**src/rtl/vme_if_pkg.sv**
```systemverilog
`default_nettype none
package vme_if_pkg;
	// address modifier codes, supervisory data spaces
	localparam logic [5:0] AM_A32_SD = 6'h0d;
	localparam logic [5:0] AM_A24_SD = 6'h3d;
	localparam logic [5:0] AM_A16_SD = 6'h2d;
	// decoded registers in the 16-word window
	localparam logic [3:0] REG_COUNT = 4'he;
	// interrupt levels that may be strapped
	localparam logic [2:0] IRQ_MIN = 3'h3;
	localparam logic [2:0] IRQ_MAX = 3'h6;
	// reset values
	localparam logic [15:0] DATA_RST = 16'h0000;
	localparam logic [31:0] ADDR_RST = 32'h0000_0000;
	typedef enum logic [2:0] {
		M_IDLE, M_REQ, M_ADDR, M_DATA, M_END
	} mst_state_t;
endpackage
`default_nettype wire

```
**src/rtl/vme_host_interface.sv**
```systemverilog
// Behaviour
// - As master it drives 24- or 32-bit addresses and moves 16-bit words.
// - As slave it decodes 16- or 24-bit addresses, 8- or 16-bit data.
// - Bus is won by request/grant on sets 0-3, set 3 highest, daisy order.
// - The request level is a static strap, not set by software.
// - Master cycles start only after the bus has been granted and owned.
// - An interrupt asserts the request line of the strapped level.
// - On acknowledge the interrupter puts its 8-bit vector on the bus.
// - If not requesting the acknowledged level, the iack chain passes on.
// - Exactly one interrupt level from 3 to 6 is used; 1, 2, 7 never.
// - A slave hit needs both the address and the modifier to match.
// - Only supervisory data access, standard or short as strapped.
// - The slave base sits on any 16-word boundary of the range.
// - The first fourteen words answer; the last two stay silent.
// - Address bits 24 to 31 are ignored by the slave decoder.
// - Master uses 32 address bits when extended, 24 when standard.
`timescale 1ns/100ps
`default_nettype none
module vme_host_interface (
	// clock and reset
	input wire logic ref_clk,
	input wire logic resetn,
	// board straps
	input wire logic [1:0] req_level,
	input wire logic [2:0] irq_level,
	input wire logic master_a32,
	input wire logic slave_a24,
	input wire logic [23:5] slave_base,
	// arbitration
	output logic [3:0] br_n,
	input wire logic [3:0] bg_in_n,
	output logic [3:0] bg_out_n,
	input wire logic bbusy_in_n,
	output logic bbusy_n,
	// address and modifier
	input wire logic [31:1] a_in,
	output logic [31:1] a_out,
	input wire logic [5:0] am_in,
	output logic [5:0] am_out,
	output logic a_oe_n,
	// strobes
	input wire logic as_in_n,
	input wire logic ds0_in_n,
	input wire logic ds1_in_n,
	input wire logic write_in_n,
	output logic as_out_n,
	output logic ds0_out_n,
	output logic ds1_out_n,
	output logic write_out_n,
	output logic ctl_oe_n,
	// data
	input wire logic [15:0] d_in,
	output logic [15:0] d_out,
	output logic d_oe_n,
	// acknowledge and error
	input wire logic dtack_in_n,
	output logic dtack_out_n,
	output logic dtack_oe_n,
	input wire logic berr_in_n,
	// interrupts
	input wire logic iack_n,
	input wire logic iack_in_n,
	output logic iack_out_n,
	output logic [7:1] irq_n,
	// local master port
	input wire logic mst_req,
	input wire logic mst_write,
	input wire logic [31:0] mst_addr,
	input wire logic [15:0] mst_wdata,
	output logic mst_busy,
	output logic mst_done,
	output logic mst_err,
	output logic [15:0] mst_rdata,
	// local interrupt port
	input wire logic irq_set,
	input wire logic [7:0] irq_vector,
	output logic irq_pending,
	// local register port
	output logic reg_req,
	output logic reg_write,
	output logic [3:0] reg_idx,
	output logic [1:0] reg_be,
	output logic [15:0] reg_wdata,
	input wire logic [15:0] reg_rdata
);
	import vme_if_pkg::*;

	function automatic logic [7:0] onehot8(input logic [2:0] n);
		onehot8 = 8'h01 << n;
	endfunction

	mst_state_t st_q;
	logic bbusy_q, as_q, ds_q, mwr_q;
	logic [31:0] maddr_q;
	logic pend_q, ia_ack_q, sl_q, sl_ack_q, done_q, err_q;
	logic [15:0] mdat_q, dout_q, rdat_q;
	logic doe_q, sl_wr_q;
	logic [7:0] br_hot, irq_hot;
	logic hold, irq_ok, our_ack, ia_start, ds_any, ds_idle;
	logic sl_hit, sl_amatch;

	////////////////////////////////////////////////////////////////
	// requester and grant chain
	assign br_hot = onehot8({1'b0, req_level});
	assign hold = st_q != M_IDLE;
	// request only on the strapped level, while waiting
	assign br_n = (st_q == M_REQ) ? ~br_hot[3:0] : 4'hf;
	// pass the grant unless we are requesting or owning
	assign bg_out_n = bg_in_n | (hold ? br_hot[3:0] : 4'h0);
	assign bbusy_n = ~bbusy_q;
	assign mst_busy = hold;

	////////////////////////////////////////////////////////////////
	// master sequencer
	always_ff @(posedge ref_clk) begin
		if (!resetn) begin
			st_q <= M_IDLE;
			bbusy_q <= 1'b0;
			as_q <= 1'b0;
			ds_q <= 1'b0;
			done_q <= 1'b0;
		end else begin
			done_q <= 1'b0;
			case (st_q)
				M_IDLE: begin
					if (mst_req) begin
						st_q <= M_REQ;
					end
				end
				M_REQ: begin
					// take the bus only when granted and it is free
					if (!bg_in_n[req_level] && bbusy_in_n && as_in_n) begin
						bbusy_q <= 1'b1;
						st_q <= M_ADDR;
					end
				end
				M_ADDR: begin
					as_q <= 1'b1;
					st_q <= M_DATA;
				end
				M_DATA: begin
					ds_q <= 1'b1;
					if (ds_q && (!dtack_in_n || !berr_in_n)) begin
						as_q <= 1'b0;
						ds_q <= 1'b0;
						st_q <= M_END;
					end
				end
				M_END: begin
					// drop ownership once the slave has let go
					if (dtack_in_n && berr_in_n) begin
						bbusy_q <= 1'b0;
						done_q <= 1'b1;
						st_q <= M_IDLE;
					end
				end
				default: st_q <= M_IDLE;
			endcase
		end
	end

	always_ff @(posedge ref_clk) begin
		if (!resetn) begin
			maddr_q <= ADDR_RST;
			mdat_q <= DATA_RST;
			mwr_q <= 1'b0;
		end else if (st_q == M_IDLE && mst_req) begin
			// standard addressing keeps the top byte at zero
			maddr_q <= master_a32 ? mst_addr : {8'h00, mst_addr[23:0]};
			mdat_q <= mst_wdata;
			mwr_q <= mst_write;
		end
	end

	always_ff @(posedge ref_clk) begin
		if (!resetn) begin
			rdat_q <= DATA_RST;
			err_q <= 1'b0;
		end else if (st_q == M_DATA && ds_q && (!dtack_in_n || !berr_in_n)) begin
			rdat_q <= d_in;
			err_q <= !berr_in_n;
		end
	end

	assign mst_done = done_q;
	assign mst_err = err_q;
	assign mst_rdata = rdat_q;
	assign a_out = maddr_q[31:1];
	assign am_out = master_a32 ? AM_A32_SD : AM_A24_SD;
	assign a_oe_n = ~bbusy_q;
	assign ctl_oe_n = ~bbusy_q;
	assign as_out_n = ~as_q;
	assign ds0_out_n = ~ds_q;
	assign ds1_out_n = ~ds_q;
	assign write_out_n = ~mwr_q;

	////////////////////////////////////////////////////////////////
	// interrupter
	assign irq_ok = irq_level >= IRQ_MIN && irq_level <= IRQ_MAX;
	assign irq_hot = (pend_q && irq_ok) ? onehot8(irq_level) : 8'h00;
	assign irq_n = ~irq_hot[7:1];
	assign irq_pending = pend_q;
	assign our_ack = pend_q && irq_ok && !iack_n && !as_in_n &&
		a_in[3:1] == irq_level;
	assign ia_start = our_ack && !iack_in_n && !ds0_in_n && !ia_ack_q;
	// pass the chain unless this level is ours
	assign iack_out_n = iack_in_n | our_ack | ia_ack_q;

	always_ff @(posedge ref_clk) begin
		if (!resetn) begin
			pend_q <= 1'b0;
			ia_ack_q <= 1'b0;
		end else begin
			// a new event in the clearing cycle stays pending
			if (irq_set) begin
				pend_q <= 1'b1;
			end else if (ia_start) begin
				pend_q <= 1'b0;
			end
			if (ia_start) begin
				ia_ack_q <= 1'b1;
			end else if (ds0_in_n) begin
				ia_ack_q <= 1'b0;
			end
		end
	end

	////////////////////////////////////////////////////////////////
	// slave decoder
	// bits 31..24 never take part in the match
	assign sl_amatch = slave_a24 ? (a_in[23:5] == slave_base) :
		(a_in[15:5] == slave_base[15:5]);
	assign ds_any = !ds0_in_n || !ds1_in_n;
	assign ds_idle = ds0_in_n && ds1_in_n;
	assign sl_hit = !bbusy_q && iack_n && !as_in_n && ds_any &&
		am_in == (slave_a24 ? AM_A24_SD : AM_A16_SD) &&
		sl_amatch && a_in[4:1] < REG_COUNT;

	always_ff @(posedge ref_clk) begin
		if (!resetn) begin
			sl_q <= 1'b0;
			sl_ack_q <= 1'b0;
			reg_req <= 1'b0;
			reg_write <= 1'b0;
			reg_idx <= 4'h0;
			reg_be <= 2'h0;
			reg_wdata <= DATA_RST;
			sl_wr_q <= 1'b0;
		end else begin
			reg_req <= sl_hit && !sl_q;
			if (sl_hit && !sl_q) begin
				sl_q <= 1'b1;
				reg_write <= !write_in_n;
				sl_wr_q <= !write_in_n;
				reg_idx <= a_in[4:1];
				reg_be <= {!ds1_in_n, !ds0_in_n};
				reg_wdata <= d_in;
			end else if (sl_q && ds_idle) begin
				sl_q <= 1'b0;
			end
			if (reg_req) begin
				sl_ack_q <= 1'b1;
			end else if (ds_idle) begin
				sl_ack_q <= 1'b0;
			end
		end
	end

	////////////////////////////////////////////////////////////////
	// shared data and acknowledge drivers
	always_ff @(posedge ref_clk) begin
		if (!resetn) begin
			dout_q <= DATA_RST;
			doe_q <= 1'b0;
		end else if (ia_start) begin
			dout_q <= {8'h00, irq_vector};
			doe_q <= 1'b1;
		end else if (reg_req) begin
			dout_q <= reg_rdata;
			doe_q <= !sl_wr_q;
		end else if (st_q == M_ADDR) begin
			dout_q <= mdat_q;
			doe_q <= mwr_q;
		end else if (st_q == M_END || (ds_idle && !bbusy_q)) begin
			doe_q <= 1'b0;
		end
	end

	assign d_out = dout_q;
	assign d_oe_n = ~doe_q;
	assign dtack_out_n = 1'b0;
	assign dtack_oe_n = ~(sl_ack_q | ia_ack_q);
endmodule
`default_nettype wire

```
**config.mk**
```make
export PLATFORM = sky130hd
export DESIGN_NAME = vme_host_interface
export DESIGN_NICKNAME = d
export VERILOG_FILES = /design/src/rtl/vme_if_pkg.sv /design/src/rtl/vme_host_interface.sv
export SDC_FILE = /design/constraint.sdc
export NUM_CORES = 1
export LEC_CHECK = 0
export ABC_AREA = 1
export BUFFER_PORTS_ARGS = -buffer_cell sky130_fd_sc_hd__buf_4
export CAP_MARGIN = 20
export CORE_AREA = 2 2 128 130
export CTS_BUF_LIST = sky130_fd_sc_hd__clkbuf_8
export DETAILED_ROUTE_END_ITERATION = 16
export DIE_AREA = 0 0 130 132
export GPL_TIMING_DRIVEN = 0
export SYNTH_ARGS = -nofsm -noshare
export SYNTH_HDL_FRONTEND = slang
export SYNTH_SLANG_ARGS = --single-unit
export TNS_END_PERCENT = 1
```
**constraint.sdc**
```tcl
create_clock -name ref_clk -period 4.1 [get_ports ref_clk]
set_input_delay 0.205 -clock ref_clk [delete_from_list [all_inputs] [get_ports ref_clk]]
set_output_delay 0.205 -clock ref_clk [all_outputs]
set_load 0.05 [all_outputs]
```
Word-level counts from Yosys, hierarchy flattened
Index checks and enable logic that the tools add are counted.

word-level totals
  register bits = 118

cells by class
  order comparisons = 4
  equality and inequality tests = 12
  shifts and indexed selects = 2
  muxes and demuxes = 36
  bitwise logic cells = 13
  reduce and logical (&&, ||, !) cells = 57

operators with widths
  cell                                                                   count
  16-bit 2-to-1 mux                                                      2
  32-bit 2-to-1 mux                                                      1
  1-bit logical AND                                                      25
  19-bit equality test                                                   1
  1-bit 2-to-1 mux                                                       19
  8-bit 2-to-1 mux                                                       2
  3-bit one-hot mux with 5 select lines                                  1
  2-bit nonzero test                                                     7
  1-bit logical NOT                                                      13
  3-bit 2-to-1 mux                                                       4
  11-bit equality test                                                   1
  4-bit 2-to-1 mux                                                       2
  1-bit by 3-bit left shift with 8-bit output, first input constant      1
  1-bit inverter                                                         7
  7-bit inverter                                                         1
  3-bit by 2-bit equality test with 1-bit output, second input constant  2
  6-bit equality test                                                    1
  6-bit 2-to-1 mux                                                       1
  2-bit != test, second input constant                                   3
  3-bit nonzero test                                                     2
  5-bit 2-to-1 mux                                                       1
  4-bit < comparator, second input constant                              1
  4-bit inverter                                                         1
  4-bit bitwise OR                                                       1
  18 further kinds                                                       24

Longest topological paths before layout
  word-level depth = 11
  gate-level depth with buffers = 13
  gate-level depth less buffers = 12

Worst setup path before layout
Ideal clock, no wire load.

  path kind = reg-to-output
  start point = register pend_q, in the netlist irq_pending
  end point = output iack_out_n
  data arrival time = 1621 ps
  required time = 3895 ps
  slack = 2274 ps
  cell stages (with the launch flop) = 5
  buffers on the path = 0
  cells stage by stage = dfxtp_1 inv_1 nor3_4 nand2_1 nand2_1

on the way
  longest elaborated chain between the ends = 6

ends and longest elaborated chain
  item                             RTL line                   text
  start: declaration               vme_host_interface.sv:95   logic pend_q, ia_ack_q, sl_q, sl_ack_q, done_q, err_q;
  start signal: assignment         vme_host_interface.sv:211  pend_q <= 1'b0;
  start signal: assignment         vme_host_interface.sv:216  pend_q <= 1'b1;
  start signal: assignment         vme_host_interface.sv:218  pend_q <= 1'b0;
  1-bit logical AND (4 in series)  vme_host_interface.sv:203  assign our_ack = pend_q && irq_ok && !iack_n && !as_in_n &&
  1-bit bitwise OR (2 in series)   vme_host_interface.sv:207  assign iack_out_n = iack_in_n | our_ack | ia_ack_q;
  end: declaration                 vme_host_interface.sv:63   output logic iack_out_n,

Every way passes these cells.

Final worst setup path
  start point = register st_q[0]
  end point = output bg_out_n[3]

on the way
  longest elaborated chain between the ends = 3

ends and longest elaborated chain
  item                      RTL line                   text
  start: declaration        vme_host_interface.sv:92   mst_state_t st_q;
  start signal: assignment  vme_host_interface.sv:117  st_q <= M_IDLE;
  start signal: assignment  vme_host_interface.sv:127  st_q <= M_REQ;
  start signal: assignment  vme_host_interface.sv:134  st_q <= M_ADDR;
  3-bit nonzero test        vme_host_interface.sv:105  assign hold = st_q != M_IDLE;
  4-bit 2-to-1 mux          vme_host_interface.sv:109  assign bg_out_n = bg_in_n | (hold ? br_hot[3:0] : 4'h0);
  4-bit bitwise OR          vme_host_interface.sv:109
  end: declaration          vme_host_interface.sv:32   output logic [3:0] bg_out_n,

Every way passes these cells.

==> qor.csv <==
metric;value;unit
vias;5975;
power_density;355;nW/um^2
hold_violations;0;
drcViolationCount;0;
synth_edf_count;0;
dpl_cell_area;7760;um^2
ys_types;33;
fin_skew;0.0107;ns
area_growth;54.3;%
start_kind;flip-flop;
grt_pass1_vias;5622;
fmax;0.460;GHz
max-slew-margin-rel;45.7;%
hold_slack;0.0275;ns
placedCellCount;1296;
fin_crit;2.17;ns
grt_use_total;21.1;%
ys_warn_count;0;
clockRootBuffer;clkbuf_8;
cp.required;3.89;ns
ir_drop;0.210;mV
syn_area_per_cell;6.77;um^2
utilization;53.5;%
critical_path.max_fanout;8;
dp_hpwl;14100;um
ys.flop_type;dfxtp_1;
start_util;34.7;%
cts_resized;0;
path_delay_family;buffers and inverters;
synth_most_common_cell;nand2_1;
place.gp.congestion;0.831;
postCtsHoldBufs;23;
total_power;2.99;mW
period_share;53.0;%
ys_top_cells_by_area;dfxtp_1 43%, nand2_1 12%, inv_1 8.0%, nor2_1 7.9%, a21oi_1 5.6%;
slowest_stage;nor2_2;
synthCells;805;
layout.cells.non_filler;1349;
core-area;15700;um^2
ys_top_cells_by_count;173 x nand2_1, 117 x dfxtp_1, 116 x inv_1;
rr_worst_depth;7;
worst_pin_slew;0.809;ns
path_class;flip-flop to output port;
wl_per_cell;13.5;um
antenna_found_initial;0;
cts_setup_buffers;0;
die_area;17200;um^2
fp.dieH;132;um
num_rows;46;
status;complete, no violations;
postRouteAntennaNets;0;
async_reset_ff_share;0;%
cts_tree;yes;
final-setup-viol-count;0;
place_ws;2.20;ns
layout.nets;1291;
setup_ws;1.93;ns
n_fill_cell;1637;
wl;18200;um
rsz0062_at_grt;no;
pin_count;292;
cts_made_buffers;17;
synth-seq-cells;117;
p_leak;4.19;nW
clockBufferDepth;2;
drtIter0Drc;206;
synth_top_area_share;43.0;%
grt_pass1_wl;28500;um
n_antenna_cell;0;
grt_max_degree;17;
gr-total-overflow;0;
chipWidth;130;um
via_per_inst;4.43;
min_path_cells;3;
synth_area;5450;um^2
hold_path_class;primary input to flip-flop;
crit_buf_inv;3;
max_stage_delay;0.33;ns
worstPathCellList;inv_1 -> nand2_1 -> nor2_2 -> inv_1 -> a31o_2 -> buf_4;
max-cap-violations;0;
clk_latency;0.44;ns
dr.pass1.iters;4;
synth_top_cell_by_area;dfxtp_1;
drive_above_1_share;29.6;%
numPortBuffers;269;
setup_tns;0;ns
finalMaxSlewViolations;0;
worst-path-stages;6;
endpoint_kind;output port;
fin_area;8410;um^2
seq_area_frac_synth;43.0;%
path_common_cell;inv_1;
cts.sinks;117;
cts-htree-levels;4;
clk_pin_slew_worst_paths;0.07;ns
arrival;1.97;ns
==> final cells by class <==
cell class | instances | area, um^2 | area share [%]
multi-input cells | 525 | 2420 | 28.8
flip-flops and latches | 117 | 2340 | 27.9
repair buffers | 292 | 2250 | 26.8
inverters | 117 | 439 | 5.22
clock buffers | 21 | 289 | 3.44
plain buffers | 52 | 273 | 3.24
well taps | 216 | 270 | 3.21
clock inverters | 9 | 126 | 1.50
==> power by group <==
| part | total [mW] | switching, mW | internal, mW | leakage (nW) |
|---|---|---|---|---|
| combinational | 0.661 | 0.408 | 0.253 | 3.03 |
| sequential | 1.21 | 0.0224 | 1.19 | 0.951 |
| clock | 1.11 | 0.459 | 0.656 | 0.213 |
| total | 2.99 | 0.890 | 2.10 | 4.19 |
==> tightest hold or removal path, delay by kind of cell <==
family / cells / cell delay [ns]
compound gates: 1 / 0.07
buf+inv: 1 / 0.08
simple gates: 1 / 0.08
==> final timing paths <==
| kind | startpoint | slack, ns | end |
|---|---|---|---|
| min | reg_rdata[15] | 0.03 | d_out[15]$_SDFFE_PP0P_ |
| max reg2reg | st_q[0]$_SDFFE_PN0P_ | 2.25 | mdat_q[3]$_SDFFE_PN0P_ |
| min reg2reg | mdat_q[0]$_SDFFE_PN0P_ | 0.45 | mdat_q[0]$_SDFFE_PN0P_ |
| max | st_q[0]$_SDFFE_PN0P_ | 1.93 | bg_out_n[3] |
==> flip-flops by register name, summed over array words and instances (netlist names), 2 cells and up <==
| name | flops |
|---|---|
| st_q | 3 |
| reg_idx | 4 |
| maddr_q | 31 |
| d_out | 16 |
| mdat_q | 16 |
| mst_rdata | 16 |
| reg_be | 2 |
| reg_wdata | 16 |
==> placed cells by master, fill, tap and decap left out, drive strengths merged <==
cell,n
xnor2,6
conb,8
o211ai,2
nand2,177
o21ai,47
inv,116
nor3,13
nand3,59
a221oi,8
clkinv,6
buf,292
mux2i,2
nor2,118
clkinvlp,1
a21o,1
nand3b,1
a31o,3
dlygate4sd3,23
bufinv,3
or2,2
a211oi,2
nand4,14
a21oi,61
nor2b,1
dfxtp,117
clkbuf,50
==> kinds of logic after synthesis <==
group | Yosys count | share of synthesized area [%]
AO/OA/AOI/OAI | 124 | 12.4
flip-flops | 117 | 43.0
other | 2 | 0.138
XOR/XNOR | 6 | 0.964
buffers and inverters | 169 | 13.1
multiplexers | 2 | 0.367
AND/OR/NAND/NOR | 385 | 30.1
==> metal layers <==
metal | track usage (%) | vias to the layer above | share of wire [%]
met3 | 6.70 | 33 | 6.3
met4 | 8.54 | 0 | 2.7
met5 | 0 | - | 0
li1 | - | 3146 | -
met2 | 32.7 | 176 | 45
met1 | 27.1 | 2620 | 46
No activity file was read; power rests on OpenSTA's default activity.
